**src/rtl/sbc_regs.svh**
```systemverilog
`ifndef SBC_REGS_SVH
`define SBC_REGS_SVH
`define SBC_CLK_PERIOD_NS 100
`define SBC_PRECHARGE_PERIOD_NS 15
`define SBC_ROW_TO_COLUMN_DELAY_NS 15
`define SBC_WRITE_RECOVERY_TIME_NS 15
`define SBC_ROW_CYCLE_TIME_NS 60
`define SBC_MODE_SET_DELAY_CK 2
`define SBC_CEIL_CK(ns) (((ns) + `SBC_CLK_PERIOD_NS - 1) / `SBC_CLK_PERIOD_NS)
`define SBC_PRECHARGE_CK `SBC_CEIL_CK(`SBC_PRECHARGE_PERIOD_NS)
`define SBC_ROW_TO_COLUMN_CK `SBC_CEIL_CK(`SBC_ROW_TO_COLUMN_DELAY_NS)
`define SBC_WRITE_RECOVERY_CK `SBC_CEIL_CK(`SBC_WRITE_RECOVERY_TIME_NS)
`define SBC_ROW_CYCLE_CK `SBC_CEIL_CK(`SBC_ROW_CYCLE_TIME_NS)
`define SBC_BURST_CK 4
`define SBC_BEAT_BOUNDARY 2
`define SBC_BANKS 4
`endif

```
**src/rtl/sbc_pkg.sv**
```systemverilog
package sbc_pkg;
  typedef enum logic [2:0] {
    SBC_CMD_NOP, SBC_CMD_DESELECT, SBC_CMD_READ, SBC_CMD_WRITE,
    SBC_CMD_ROW_OPEN, SBC_CMD_CLOSE, SBC_CMD_REFRESH, SBC_CMD_MODE_SET
  } sbc_cmd_t;
  typedef enum logic [3:0] {
    SBC_IDLE, SBC_ACTIVE, SBC_READ, SBC_WRITE, SBC_READ_AC, SBC_WRITE_AC,
    SBC_PRECHARGE, SBC_ACTIVATING, SBC_WREC, SBC_WREC_AC, SBC_REFRESH, SBC_MODE
  } sbc_state_t;
endpackage : sbc_pkg

```
**src/rtl/sbc_link_if.sv**
```systemverilog
interface sbc_link_if;
  logic cs_n;
  logic ras_n;
  logic cas_n;
  logic we_n;
  logic [1:0] bank;
  logic autoclose_flag_bit;
  modport ctrl (output cs_n, ras_n, cas_n, we_n, bank, autoclose_flag_bit);
  modport mem (input cs_n, ras_n, cas_n, we_n, bank, autoclose_flag_bit);
endinterface : sbc_link_if

```
**src/rtl/sbc_device.sv**
```systemverilog
`include "sbc_regs.svh"
module sbc_device #(
  parameter int BANKS = `SBC_BANKS
) (
  input wire logic i_core_clk,
  input wire logic i_rst,
  sbc_link_if.mem link,
  input wire logic i_burst_len8,
  output logic o_illegal,
  output logic o_accepted,
  output logic [3:0] o_bank0_state,
  output logic [BANKS-1:0] o_bank_idle
);
  import sbc_pkg::*;
  sbc_cmd_t cmd;
  sbc_state_t st_r [BANKS];
  sbc_state_t st_nxt [BANKS];
  logic [3:0] cnt_r [BANKS];
  logic [3:0] cnt_nxt [BANKS];
  logic [3:0] bcnt_r [BANKS];
  logic [3:0] bcnt_nxt [BANKS];
  sbc_state_t st_tmr [BANKS];
  logic [3:0] cnt_tmr [BANKS];
  logic [3:0] bcnt_tmr [BANKS];
  logic illegal_nxt;
  logic acc_nxt;
  logic illegal_r;
  logic acc_r;
  logic all_idle;
  logic dev_busy;

  always_comb begin
    if (link.cs_n) begin
      cmd = SBC_CMD_DESELECT;
    end else begin
      case ({link.ras_n, link.cas_n, link.we_n})
        3'h7: cmd = SBC_CMD_NOP;
        3'h5: cmd = SBC_CMD_READ;
        3'h4: cmd = SBC_CMD_WRITE;
        3'h3: cmd = SBC_CMD_ROW_OPEN;
        3'h2: cmd = SBC_CMD_CLOSE;
        3'h1: cmd = SBC_CMD_REFRESH;
        default: cmd = SBC_CMD_MODE_SET;
      endcase
    end
  end

  always_comb begin
    all_idle = 1'b1;
    dev_busy = 1'b0;
    for (int b = 0; b < BANKS; b++) begin
      if (st_r[b] != SBC_IDLE) all_idle = 1'b0;
      if (st_r[b] == SBC_REFRESH || st_r[b] == SBC_MODE) dev_busy = 1'b1;
    end
  end

  always_comb begin
    logic bad;
    logic hit;
    logic quiet;
    logic [3:0] len;
    bad = 1'b0;
    hit = 1'b0;
    quiet = (cmd == SBC_CMD_NOP) || (cmd == SBC_CMD_DESELECT);
    len = i_burst_len8 ? 4'(`SBC_BURST_CK) : 4'(`SBC_BEAT_BOUNDARY);
    for (int b = 0; b < BANKS; b++) begin
      st_nxt[b] = st_r[b];
      cnt_nxt[b] = (cnt_r[b] != 4'h0) ? cnt_r[b] - 4'h1 : 4'h0;
      bcnt_nxt[b] = (bcnt_r[b] != 4'h0) ? bcnt_r[b] - 4'h1 : 4'h0;
      // timers alone, kept for a refused command
      st_tmr[b] = st_r[b];
      cnt_tmr[b] = cnt_nxt[b];
      bcnt_tmr[b] = bcnt_nxt[b];
      case (st_r[b])
        SBC_IDLE, SBC_ACTIVE: st_tmr[b] = st_r[b];
        SBC_READ: if (bcnt_r[b] <= 4'h1) st_tmr[b] = SBC_ACTIVE;
        SBC_WRITE, SBC_WRITE_AC: begin
          if (bcnt_r[b] <= 4'h1) begin
            st_tmr[b] = (st_r[b] == SBC_WRITE) ? SBC_WREC : SBC_WREC_AC;
            cnt_tmr[b] = 4'(`SBC_WRITE_RECOVERY_CK);
          end
        end
        SBC_READ_AC, SBC_WREC_AC: begin
          if (((st_r[b] == SBC_READ_AC) ? bcnt_r[b] : cnt_r[b]) <= 4'h1) begin
            st_tmr[b] = SBC_PRECHARGE;
            cnt_tmr[b] = 4'(`SBC_PRECHARGE_CK);
          end
        end
        SBC_ACTIVATING, SBC_WREC: if (cnt_r[b] <= 4'h1) st_tmr[b] = SBC_ACTIVE;
        SBC_PRECHARGE, SBC_REFRESH, SBC_MODE: if (cnt_r[b] <= 4'h1) st_tmr[b] = SBC_IDLE;
        default: st_tmr[b] = SBC_IDLE;
      endcase
      hit = (link.bank == 2'(b)) || (cmd == SBC_CMD_REFRESH) ||
        (cmd == SBC_CMD_MODE_SET) || (cmd == SBC_CMD_CLOSE && link.autoclose_flag_bit);
      case (st_r[b])
        SBC_IDLE: begin
          if (hit && !quiet && !dev_busy) begin
            case (cmd)
              SBC_CMD_ROW_OPEN: begin
                st_nxt[b] = SBC_ACTIVATING;
                cnt_nxt[b] = 4'(`SBC_ROW_TO_COLUMN_CK);
              end
              SBC_CMD_CLOSE: begin
                st_nxt[b] = SBC_PRECHARGE;
                cnt_nxt[b] = 4'(`SBC_PRECHARGE_CK);
              end
              SBC_CMD_REFRESH: begin
                if (!all_idle) bad = 1'b1;
                else begin
                  st_nxt[b] = SBC_REFRESH;
                  cnt_nxt[b] = 4'(`SBC_ROW_CYCLE_CK);
                end
              end
              SBC_CMD_MODE_SET: begin
                if (!all_idle) bad = 1'b1;
                else begin
                  st_nxt[b] = SBC_MODE;
                  cnt_nxt[b] = 4'(`SBC_MODE_SET_DELAY_CK);
                end
              end
              default: bad = 1'b1;
            endcase
          end
        end
        SBC_ACTIVE, SBC_READ, SBC_WRITE: begin
          if (st_r[b] != SBC_ACTIVE && bcnt_r[b] <= 4'h1 && (quiet || !hit))
            st_nxt[b] = (st_r[b] == SBC_WRITE) ? SBC_WREC : SBC_ACTIVE;
          if (st_r[b] == SBC_WRITE && bcnt_r[b] <= 4'h1 && (quiet || !hit))
            cnt_nxt[b] = 4'(`SBC_WRITE_RECOVERY_CK);
          if (hit && !quiet) begin
            if (cmd == SBC_CMD_READ || cmd == SBC_CMD_WRITE) begin
              if (st_r[b] != SBC_ACTIVE && (!i_burst_len8 ||
                  (cmd == SBC_CMD_READ) != (st_r[b] == SBC_READ) ||
                  bcnt_r[b] != 4'(`SBC_BEAT_BOUNDARY)) && bcnt_r[b] != 4'h0)
                bad = 1'b1;
              else begin
                bcnt_nxt[b] = len;
                if (cmd == SBC_CMD_READ)
                  st_nxt[b] = link.autoclose_flag_bit ? SBC_READ_AC : SBC_READ;
                else
                  st_nxt[b] = link.autoclose_flag_bit ? SBC_WRITE_AC : SBC_WRITE;
              end
            end else if (cmd == SBC_CMD_CLOSE && st_r[b] == SBC_ACTIVE) begin
              st_nxt[b] = SBC_PRECHARGE;
              cnt_nxt[b] = 4'(`SBC_PRECHARGE_CK);
            end else bad = 1'b1;
          end
        end
        SBC_READ_AC, SBC_WRITE_AC: begin
          if (hit && !quiet) bad = 1'b1;
          if (bcnt_r[b] <= 4'h1) begin
            st_nxt[b] = (st_r[b] == SBC_WRITE_AC) ? SBC_WREC_AC : SBC_PRECHARGE;
            cnt_nxt[b] = (st_r[b] == SBC_WRITE_AC) ?
              4'(`SBC_WRITE_RECOVERY_CK) : 4'(`SBC_PRECHARGE_CK);
          end
        end
        SBC_PRECHARGE: begin
          if (hit && !quiet && cmd != SBC_CMD_CLOSE) bad = 1'b1;
          if (cnt_r[b] <= 4'h1) st_nxt[b] = SBC_IDLE;
        end
        SBC_ACTIVATING: begin
          if (hit && !quiet) bad = 1'b1;
          if (cnt_r[b] <= 4'h1) st_nxt[b] = SBC_ACTIVE;
        end
        SBC_WREC: begin
          if (hit && cmd == SBC_CMD_WRITE) begin
            st_nxt[b] = link.autoclose_flag_bit ? SBC_WRITE_AC : SBC_WRITE;
            bcnt_nxt[b] = len;
          end else if (hit && !quiet) bad = 1'b1;
          else if (cnt_r[b] <= 4'h1) st_nxt[b] = SBC_ACTIVE;
        end
        SBC_WREC_AC: begin
          if (hit && !quiet) bad = 1'b1;
          if (cnt_r[b] <= 4'h1) begin
            st_nxt[b] = SBC_PRECHARGE;
            cnt_nxt[b] = 4'(`SBC_PRECHARGE_CK);
          end
        end
        SBC_REFRESH: begin
          if (!quiet) bad = 1'b1;
          if (cnt_r[b] <= 4'h1) st_nxt[b] = SBC_IDLE;
        end
        SBC_MODE: begin
          if (!quiet) bad = 1'b1;
          if (cnt_r[b] <= 4'h1) st_nxt[b] = SBC_IDLE;
        end
        default: st_nxt[b] = SBC_IDLE;
      endcase
    end
    // a refused command changes no bank; timers still run
    if (bad) begin
      for (int b = 0; b < BANKS; b++) begin
        st_nxt[b] = st_tmr[b];
        cnt_nxt[b] = cnt_tmr[b];
        bcnt_nxt[b] = bcnt_tmr[b];
      end
    end
    illegal_nxt = bad;
    acc_nxt = !bad && !quiet;
  end

  always_ff @(posedge i_core_clk) begin
    if (i_rst) begin
      for (int b = 0; b < BANKS; b++) begin
        st_r[b] <= SBC_IDLE;
        cnt_r[b] <= 4'h0;
        bcnt_r[b] <= 4'h0;
      end
      illegal_r <= 1'b0;
      acc_r <= 1'b0;
    end else begin
      for (int b = 0; b < BANKS; b++) begin
        st_r[b] <= st_nxt[b];
        cnt_r[b] <= cnt_nxt[b];
        bcnt_r[b] <= bcnt_nxt[b];
      end
      illegal_r <= illegal_nxt;
      acc_r <= acc_nxt;
    end
  end

  assign o_illegal = illegal_r;
  assign o_accepted = acc_r;
  assign o_bank0_state = st_r[0];
  always_comb begin
    for (int b = 0; b < BANKS; b++) o_bank_idle[b] = (st_r[b] == SBC_IDLE);
  end
endmodule : sbc_device

```
**src/flat_wrapper.sv**
```systemverilog
// flat-port wrapper written by rule: the top's interface ports become plain ports
module sbc_device_flat import sbc_pkg::*;
#(
  parameter int BANKS = `SBC_BANKS
)
  (i_core_clk, i_rst, i_burst_len8, o_illegal, o_accepted, o_bank0_state, o_bank_idle, link_cs_n, link_ras_n, link_cas_n, link_we_n, link_bank, link_autoclose_flag_bit);
  sbc_link_if link_i ();
  input wire logic i_core_clk;
  input wire logic i_rst;
  input wire logic i_burst_len8;
  output logic o_illegal;
  output logic o_accepted;
  output logic [3:0] o_bank0_state;
  output logic [BANKS-1:0] o_bank_idle;
  input wire logic [$bits(link_i.cs_n)-1:0] link_cs_n;
  input wire logic [$bits(link_i.ras_n)-1:0] link_ras_n;
  input wire logic [$bits(link_i.cas_n)-1:0] link_cas_n;
  input wire logic [$bits(link_i.we_n)-1:0] link_we_n;
  input wire logic [$bits(link_i.bank)-1:0] link_bank;
  input wire logic [$bits(link_i.autoclose_flag_bit)-1:0] link_autoclose_flag_bit;
  assign link_i.cs_n = link_cs_n;
  assign link_i.ras_n = link_ras_n;
  assign link_i.cas_n = link_cas_n;
  assign link_i.we_n = link_we_n;
  assign link_i.bank = link_bank;
  assign link_i.autoclose_flag_bit = link_autoclose_flag_bit;
  sbc_device #(.BANKS(BANKS)) u_core (.i_core_clk(i_core_clk), .i_rst(i_rst), .link(link_i), .i_burst_len8(i_burst_len8), .o_illegal(o_illegal), .o_accepted(o_accepted), .o_bank0_state(o_bank0_state), .o_bank_idle(o_bank_idle));
endmodule
```
**config.mk**
```make
export PLATFORM = sky130hd
export DESIGN_NAME = sbc_device_flat
export DESIGN_NICKNAME = d
export VERILOG_FILES = /design/src/rtl/sbc_pkg.sv /design/src/rtl/sbc_link_if.sv /design/src/rtl/sbc_device.sv /design/src/flat_wrapper.sv
export VERILOG_INCLUDE_DIRS = /design/src /design/src/rtl
export SDC_FILE = /design/constraint.sdc
export NUM_CORES = 1
export LEC_CHECK = 0
export BUFFER_PORTS_ARGS = -buffer_cell sky130_fd_sc_hd__buf_4
export CAP_MARGIN = 20
export CELL_PAD_IN_SITES_DETAIL_PLACEMENT = 1
export CELL_PAD_IN_SITES_GLOBAL_PLACEMENT = 2
export CORE_AREA = 2 2 139 141
export CTS_BUF_LIST = sky130_fd_sc_hd__clkbuf_8
export CTS_CLUSTER_SIZE = 16
export DETAILED_ROUTE_END_ITERATION = 10
export DIE_AREA = 0 0 141 143
export PLACE_DENSITY = 0.88
export SLEW_MARGIN = 20
export SYNTH_ARGS = -nofsm -noshare
export SYNTH_HDL_FRONTEND = slang
export SYNTH_SLANG_ARGS = --single-unit
```
**constraint.sdc**
```tcl
create_clock -name i_core_clk -period 3.4 [get_ports i_core_clk]
set_input_delay 0.68 -clock i_core_clk [delete_from_list [all_inputs] [get_ports i_core_clk]]
set_output_delay 0.68 -clock i_core_clk [all_outputs]
set_load 0.02 [all_outputs]
```
Yosys cells after proc, flatten, opt, wreduce, memory -nomap -nowiden
Memory sizes are Yosys's and may differ from the RTL's.
Index checks and enable logic that the tools add are counted.
W data, S select, Z words.
{"block": "word_totals", "ff_bits": 2, "latch_bits": 0, "mem_bits_rw": 48, "rom_bits": 0, "output_inout_bits": 10, "n_memories": 3}
{"block": "classes", "n_addsub": 8, "multipliers": 0, "n_div": 0, "n_lt_le_gt_ge": 12, "n_eq_ne": 73, "n_shift": 0, "muxes": 256, "bitwise_logic": 12, "n_reduce_logical": 140}
{"memory": "u_core.bcnt_r", "depth": 4, "word_bits": 4, "rd": 4, "rd_clocked_by_memory_dff": 0, "wr": 4, "line_no": "sbc_device.sv:20", "rtl": "logic [3:0] bcnt_r [BANKS];"}
{"memory": "u_core.cnt_r", "depth": 4, "word_bits": 4, "rd": 4, "rd_clocked_by_memory_dff": 0, "wr": 4, "line_no": "sbc_device.sv:18", "rtl": "logic [3:0] cnt_r [BANKS];"}
{"memory": "u_core.st_r", "depth": 4, "word_bits": 4, "rd": 4, "rd_clocked_by_memory_dff": 0, "wr": 4, "line_no": "sbc_device.sv:16", "rtl": "sbc_state_t st_r [BANKS];"}
{"op": "$mux W4", "count": 157}
{"op": "$pmux W4 S4", "count": 8}
{"op": "$pmux W4 S7", "count": 4}
{"op": "$pmux W4 S6", "count": 4}
{"op": "$eq A4 B3 Y1 const B", "count": 16}
{"op": "$eq A4 B4 Y1 const B", "count": 16}
{"op": "$pmux W4 S2", "count": 8}
{"op": "$mux W1", "count": 55}
{"op": "$reduce_or A2 Y1", "count": 26}
{"op": "$le A4 B1 Y1 const B", "count": 12}
{"op": "$mux W16", "count": 3}
{"op": "$pmux W4 S3", "count": 4}
{"op": "$reduce_bool A4 Y1", "count": 12}
{"op": "$logic_and A1 B1 Y1", "count": 46}
{"op": "$eq A4 B2 Y1 const B", "count": 8}
{"op": "$sub A4 B1 Y4 const B", "count": 8}
{"op": "$logic_or A1 B1 Y1", "count": 30}
{"op": "$pmux W1 S6", "count": 4}
{"op": "$reduce_or A3 Y1", "count": 8}
{"op": "$eq A3 B3 Y1 const B", "count": 7}
{"op": "$pmux W3 S6", "count": 1}
{"op": "$eq A4 B1 Y1 const B", "count": 4}
{"op": "$logic_not A4 Y1", "count": 4}
{"op": "$ne A4 B1 Y1 const B", "count": 4}
{"op": "other kinds (14)", "count": 52}

Logic depth before layout (Yosys ltp)
{"block": "logic_depth", "depth_word": 27, "ltp_mapped": 16, "depth_no_buf": 12}

Worst setup path after synthesis
No wires, ideal clock.
{"block": "synth_timing", "path_type": "in2reg", "start": "input link_cas_n", "end": "memory u_core.st_r[0][1] (netlist bit)", "setup_ns": 0.086, "arrival_time_ns": 3.238, "path_slack_ns": 0.076, "cell_stages": 11, "path_buffers": 2, "path_cell_list": "buf_2 -> or3b_4 -> buf_6 -> nor4b_4 -> o41ai_2 -> a211oi_2 -> o211ai_1 -> a211o_1 -> a21oi_4 -> mux2_2 -> a221oi_2"}
{"item": "start, declared", "line_no": "flat_wrapper.sv:17", "rtl": "input wire logic [$bits(link_i.cas_n)-1:0] link_cas_n;"}
{"item": "end, declared", "line_no": "sbc_device.sv:16"}

==> impl_metrics.toml <==
[run_status]
status = "complete, no violations"

[synthesis]
async_flop_share_pct = 0
ys_ff_latch = 50
syn_area_um2 = 6090
ys_seq_area_share_pct = 16.44
syn_area_per_cell_um2 = 6.648
synth_edf_count = 0
synthCells = 916
syn_nets = 926
yosysWarnings = 0
synth_area_leaders = "dfxtp_1, a21oi_1, o21ai_0"
yosys_most_used_dff = "dfxtp_1"
yosysTopAreaCellShare_pct = 16.44
synth_cell_types = 85
yosysTopAreaCell = "dfxtp_1"

[critical_path]
critPathTopFamily = "compound AO/OA/AOI/OAI gates"
start_kind = "input port"
slowest_delay_ns = 0.47
cp.buffers_inverters = 4
path_cells = "buf_6 > or3b_4 > nor2_1 > buf_4 > a41o_1 > o32ai_1 > a22oi_2 > o211ai_1 > a211oi_2 > o22ai_4 > buf_6 > buf_4 > or4_1 > a21oi_1"
crit_required_ns = 3.68
crit_fanout = 6
critPathCaptureType = "flop"
crit_slowest_cell = "or4_1"
crit_type = "in2reg"
cp.arrival_ns = 3.66

[grt]
grt_pass1_vias = 7622
grt_use_met3_pct = 3.622
grt_first_pass_wirelength_um = 41600
gr-usage-all-layers_pct = 25.61
antenna_found_initial = 0
grt_max_degree = 43
grt_use_met2_pct = 42.54
busiest_layer = "met2"
use_met1_pct = 34.31
grt_overflow = 0

[floorplan]
die_area_um2 = 20160
io_pins = 20
die_w_um = 141
coreArea_um2 = 18580
start_util_pct = 32.77
die_y_um = 143
num_rows = 50

[clock_tree]
cts_root_buffer = "clkbuf_8"
clock-sinks = 50
clock_latency_ns = 0.35
cts_inserted_buffers = 5
cts.clk_slew.worst_paths_ns = 0.10
clockBufferDepth = 2
cts_tree = "yes"
h-tree-depth = 2

[timing]
tightest_slew_ns = 0.9464
finalHoldViolCount = 0
final.period_utilization_pct = 99.29
fmax_ghz = 0.2962
setup_viol_count_final = 0
rsz0062_at_grt = "yes"
period_needed_ns = 3.376
skew_ns = 0.009728
drv_slew = 0
relSlewSlack_pct = 35.91

[cells_and_area]
layout-drive-gt1-share_pct = 22.14
n_antenna_cell = 0
postLayoutCellArea_um2 = 7468
fillCellCount = 2394
final_core_util_pct = 40.20
area_growth_pct = 22.64
nets = 1016

[run]
drv_cap = 0

[placement]
dpl.hpwl_um = 19510
io_buffer_count = 19
gp_congestion = 1.063
place_area_um2 = 7181

[drt]
drc = 0
drt-pass1-iter-count = 6
wl_per_cell_um = 21.32
vias = 7963
drt_wl_total_um = 26460
ant_nets = 0
vias_per_cell = 6.417
drt-initial-drc-count = 877

[power_and_ir_drop]
powerDensity_nw_per_um2 = 821.1
ir_worst_vdd_mv = 0.2551
total_power_mw = 6.133
leakagePower_nw = 2.826

[worst_hold_path]
min_path_type = "reg2reg"
-- metrics by stage --
| step | setup TNS (ns) | setup WS, ns | std cells | hold slack, ns |
|---|---|---|---|---|
| 5_1_grt | -0.2712 | -0.03994 | 1241 | 0.5457 |
| 2_1_floorplan | 0 | 0.07556 | 916 | 0.4508 |
| 4_1_cts | -0.04728 | -0.02657 | 1233 | 0.5008 |
| 3_3_place_gp | -2.032 | -0.1356 | 1224 | 0.4634 |
| 6_report | 0 | 0.02408 | 1241 | 0.4968 |
| 3_5_place_dp | -6.632 | -0.3031 | 1224 | 0.4829 |
-- layout by cell type (no fill, tap or decap), types with 6 or more instances in the layout --
cell type  count
a211oi_1      18
a31oi_1       19
xor2_1         6
nand3b_1       6
o32ai_1        7
buf_4        152
buf_6          7
o21ai_0       82
a21oi_1       96
nand4_1        6
nor2b_1       13
mux2i_1        7
or3_1         19
and3_1         9
dfxtp_1       47
o21ai_1        6
nand3_1       33
nand2_1       79
or2_2          6
nor3_1        44
inv_1         21
a22oi_1       10
nor2_1        98
o22ai_1       14
nand2b_1      14
nor4_1        11
a311oi_1       8
o31ai_1       12
o211ai_1      13
-- worst register-to-register path: cells and delay by family (launching register included) --
| kind | cells | cell delay, ns |
|---|---|---|
| buffers and inverters | 3 | 0.47 |
| AO/OA/AOI/OAI | 6 | 1.56 |
| flip-flops | 1 | 0.41 |
| XOR/XNOR | 1 | 0.10 |
| multiplexers | 1 | 0.23 |
| AND/OR/NAND/NOR | 2 | 0.55 |
-- worst paths after layout --
kind,depth (start not counted),from,slack (ns),endpoint
max,14,link_cas_n,0.02,u_core.bcnt_r[2][1]$_SDFF_PP0_
min,2,u_core.cnt_r[1][3]$_SDFF_PP0_,0.50,u_core.cnt_r[1][3]$_SDFF_PP0_
max reg2reg,13,u_core.st_r[0][3]$_SDFFE_PP0P_,0.04,u_core.st_r[1][2]$_SDFFE_PP0P_
min reg2reg,2,u_core.cnt_r[1][3]$_SDFF_PP0_,0.50,u_core.cnt_r[1][3]$_SDFF_PP0_
-- cell families after synthesis --
family / after synthesis / share of synthesized area, %
compound gates: 365 / 39.70
flops: 50 / 16.44
fa+ha+maj: 3 / 0.4931
buf+inv: 99 / 7.253
simple gates: 378 / 32.77
xor+xnor: 11 / 1.582
mux: 10 / 1.767
-- per-layer routing --
| metal | share of wire (%) | vias up |
|---|---|---|
| li1 | - | 3658 |
| met1 | 44 | 3928 |
| met2 | 47 | 321 |
| met3 | 6.6 | 56 |
| met4 | 2.7 | 0 |
| met5 | 0 | - |
-- flip-flops by register name, summed over array words and instances, names as in the netlist --
name / flops
u_core.bcnt_r: 16
u_core.cnt_r: 16
u_core.o_illegal: 1
u_core.st_r: 16
u_core.o_accepted: 1
-- cell type report --
type                       instances  area, um^2  area share, %
multi-input combinational        767        4722          63.23
clock inverter                     3       41.29         0.5529
tap                              234       292.8          3.920
clock buffer                       5       68.82         0.9214
timing repair buffer             161        1260          16.87
sequential                        50        1005          13.45
inverter                          21       78.83          1.055
-- timing repair --
item,CTS,global route
cloned,0,0
endpoints found under the setup margin,3,40
gates resized for setup,1,26
hold buffers,0,0
pin swaps,0,16
endpoints found under the hold margin,0,0
buffers inserted,1,8
-- cell usage after synthesis, types with 8 or more instances --
cell type and count:
clkbuf_1 47, o211ai_1 13, a311oi_1 8, nor3_1 45
and3_1 9, dfxtp_1 50, buf_2 11, inv_1 20
nor2b_1 14, o21ai_0 82, buf_1 10, nor4_1 11
nand2b_1 14, or3_1 20, o22ai_1 15, nand2_1 79
a211oi_1 19, a31oi_1 19, nand3_1 33, a21oi_1 98
a22oi_1 10, nor2_1 98, o31ai_1 12
-- report_power, final --
| part | switching (mW) | internal (mW) |
|---|---|---|
| logic | 2.81 | 2.00 |
| clock network | 0.251 | 0.217 |
| registers | 0.168 | 0.691 |
(Power assumes the default switching activity.)
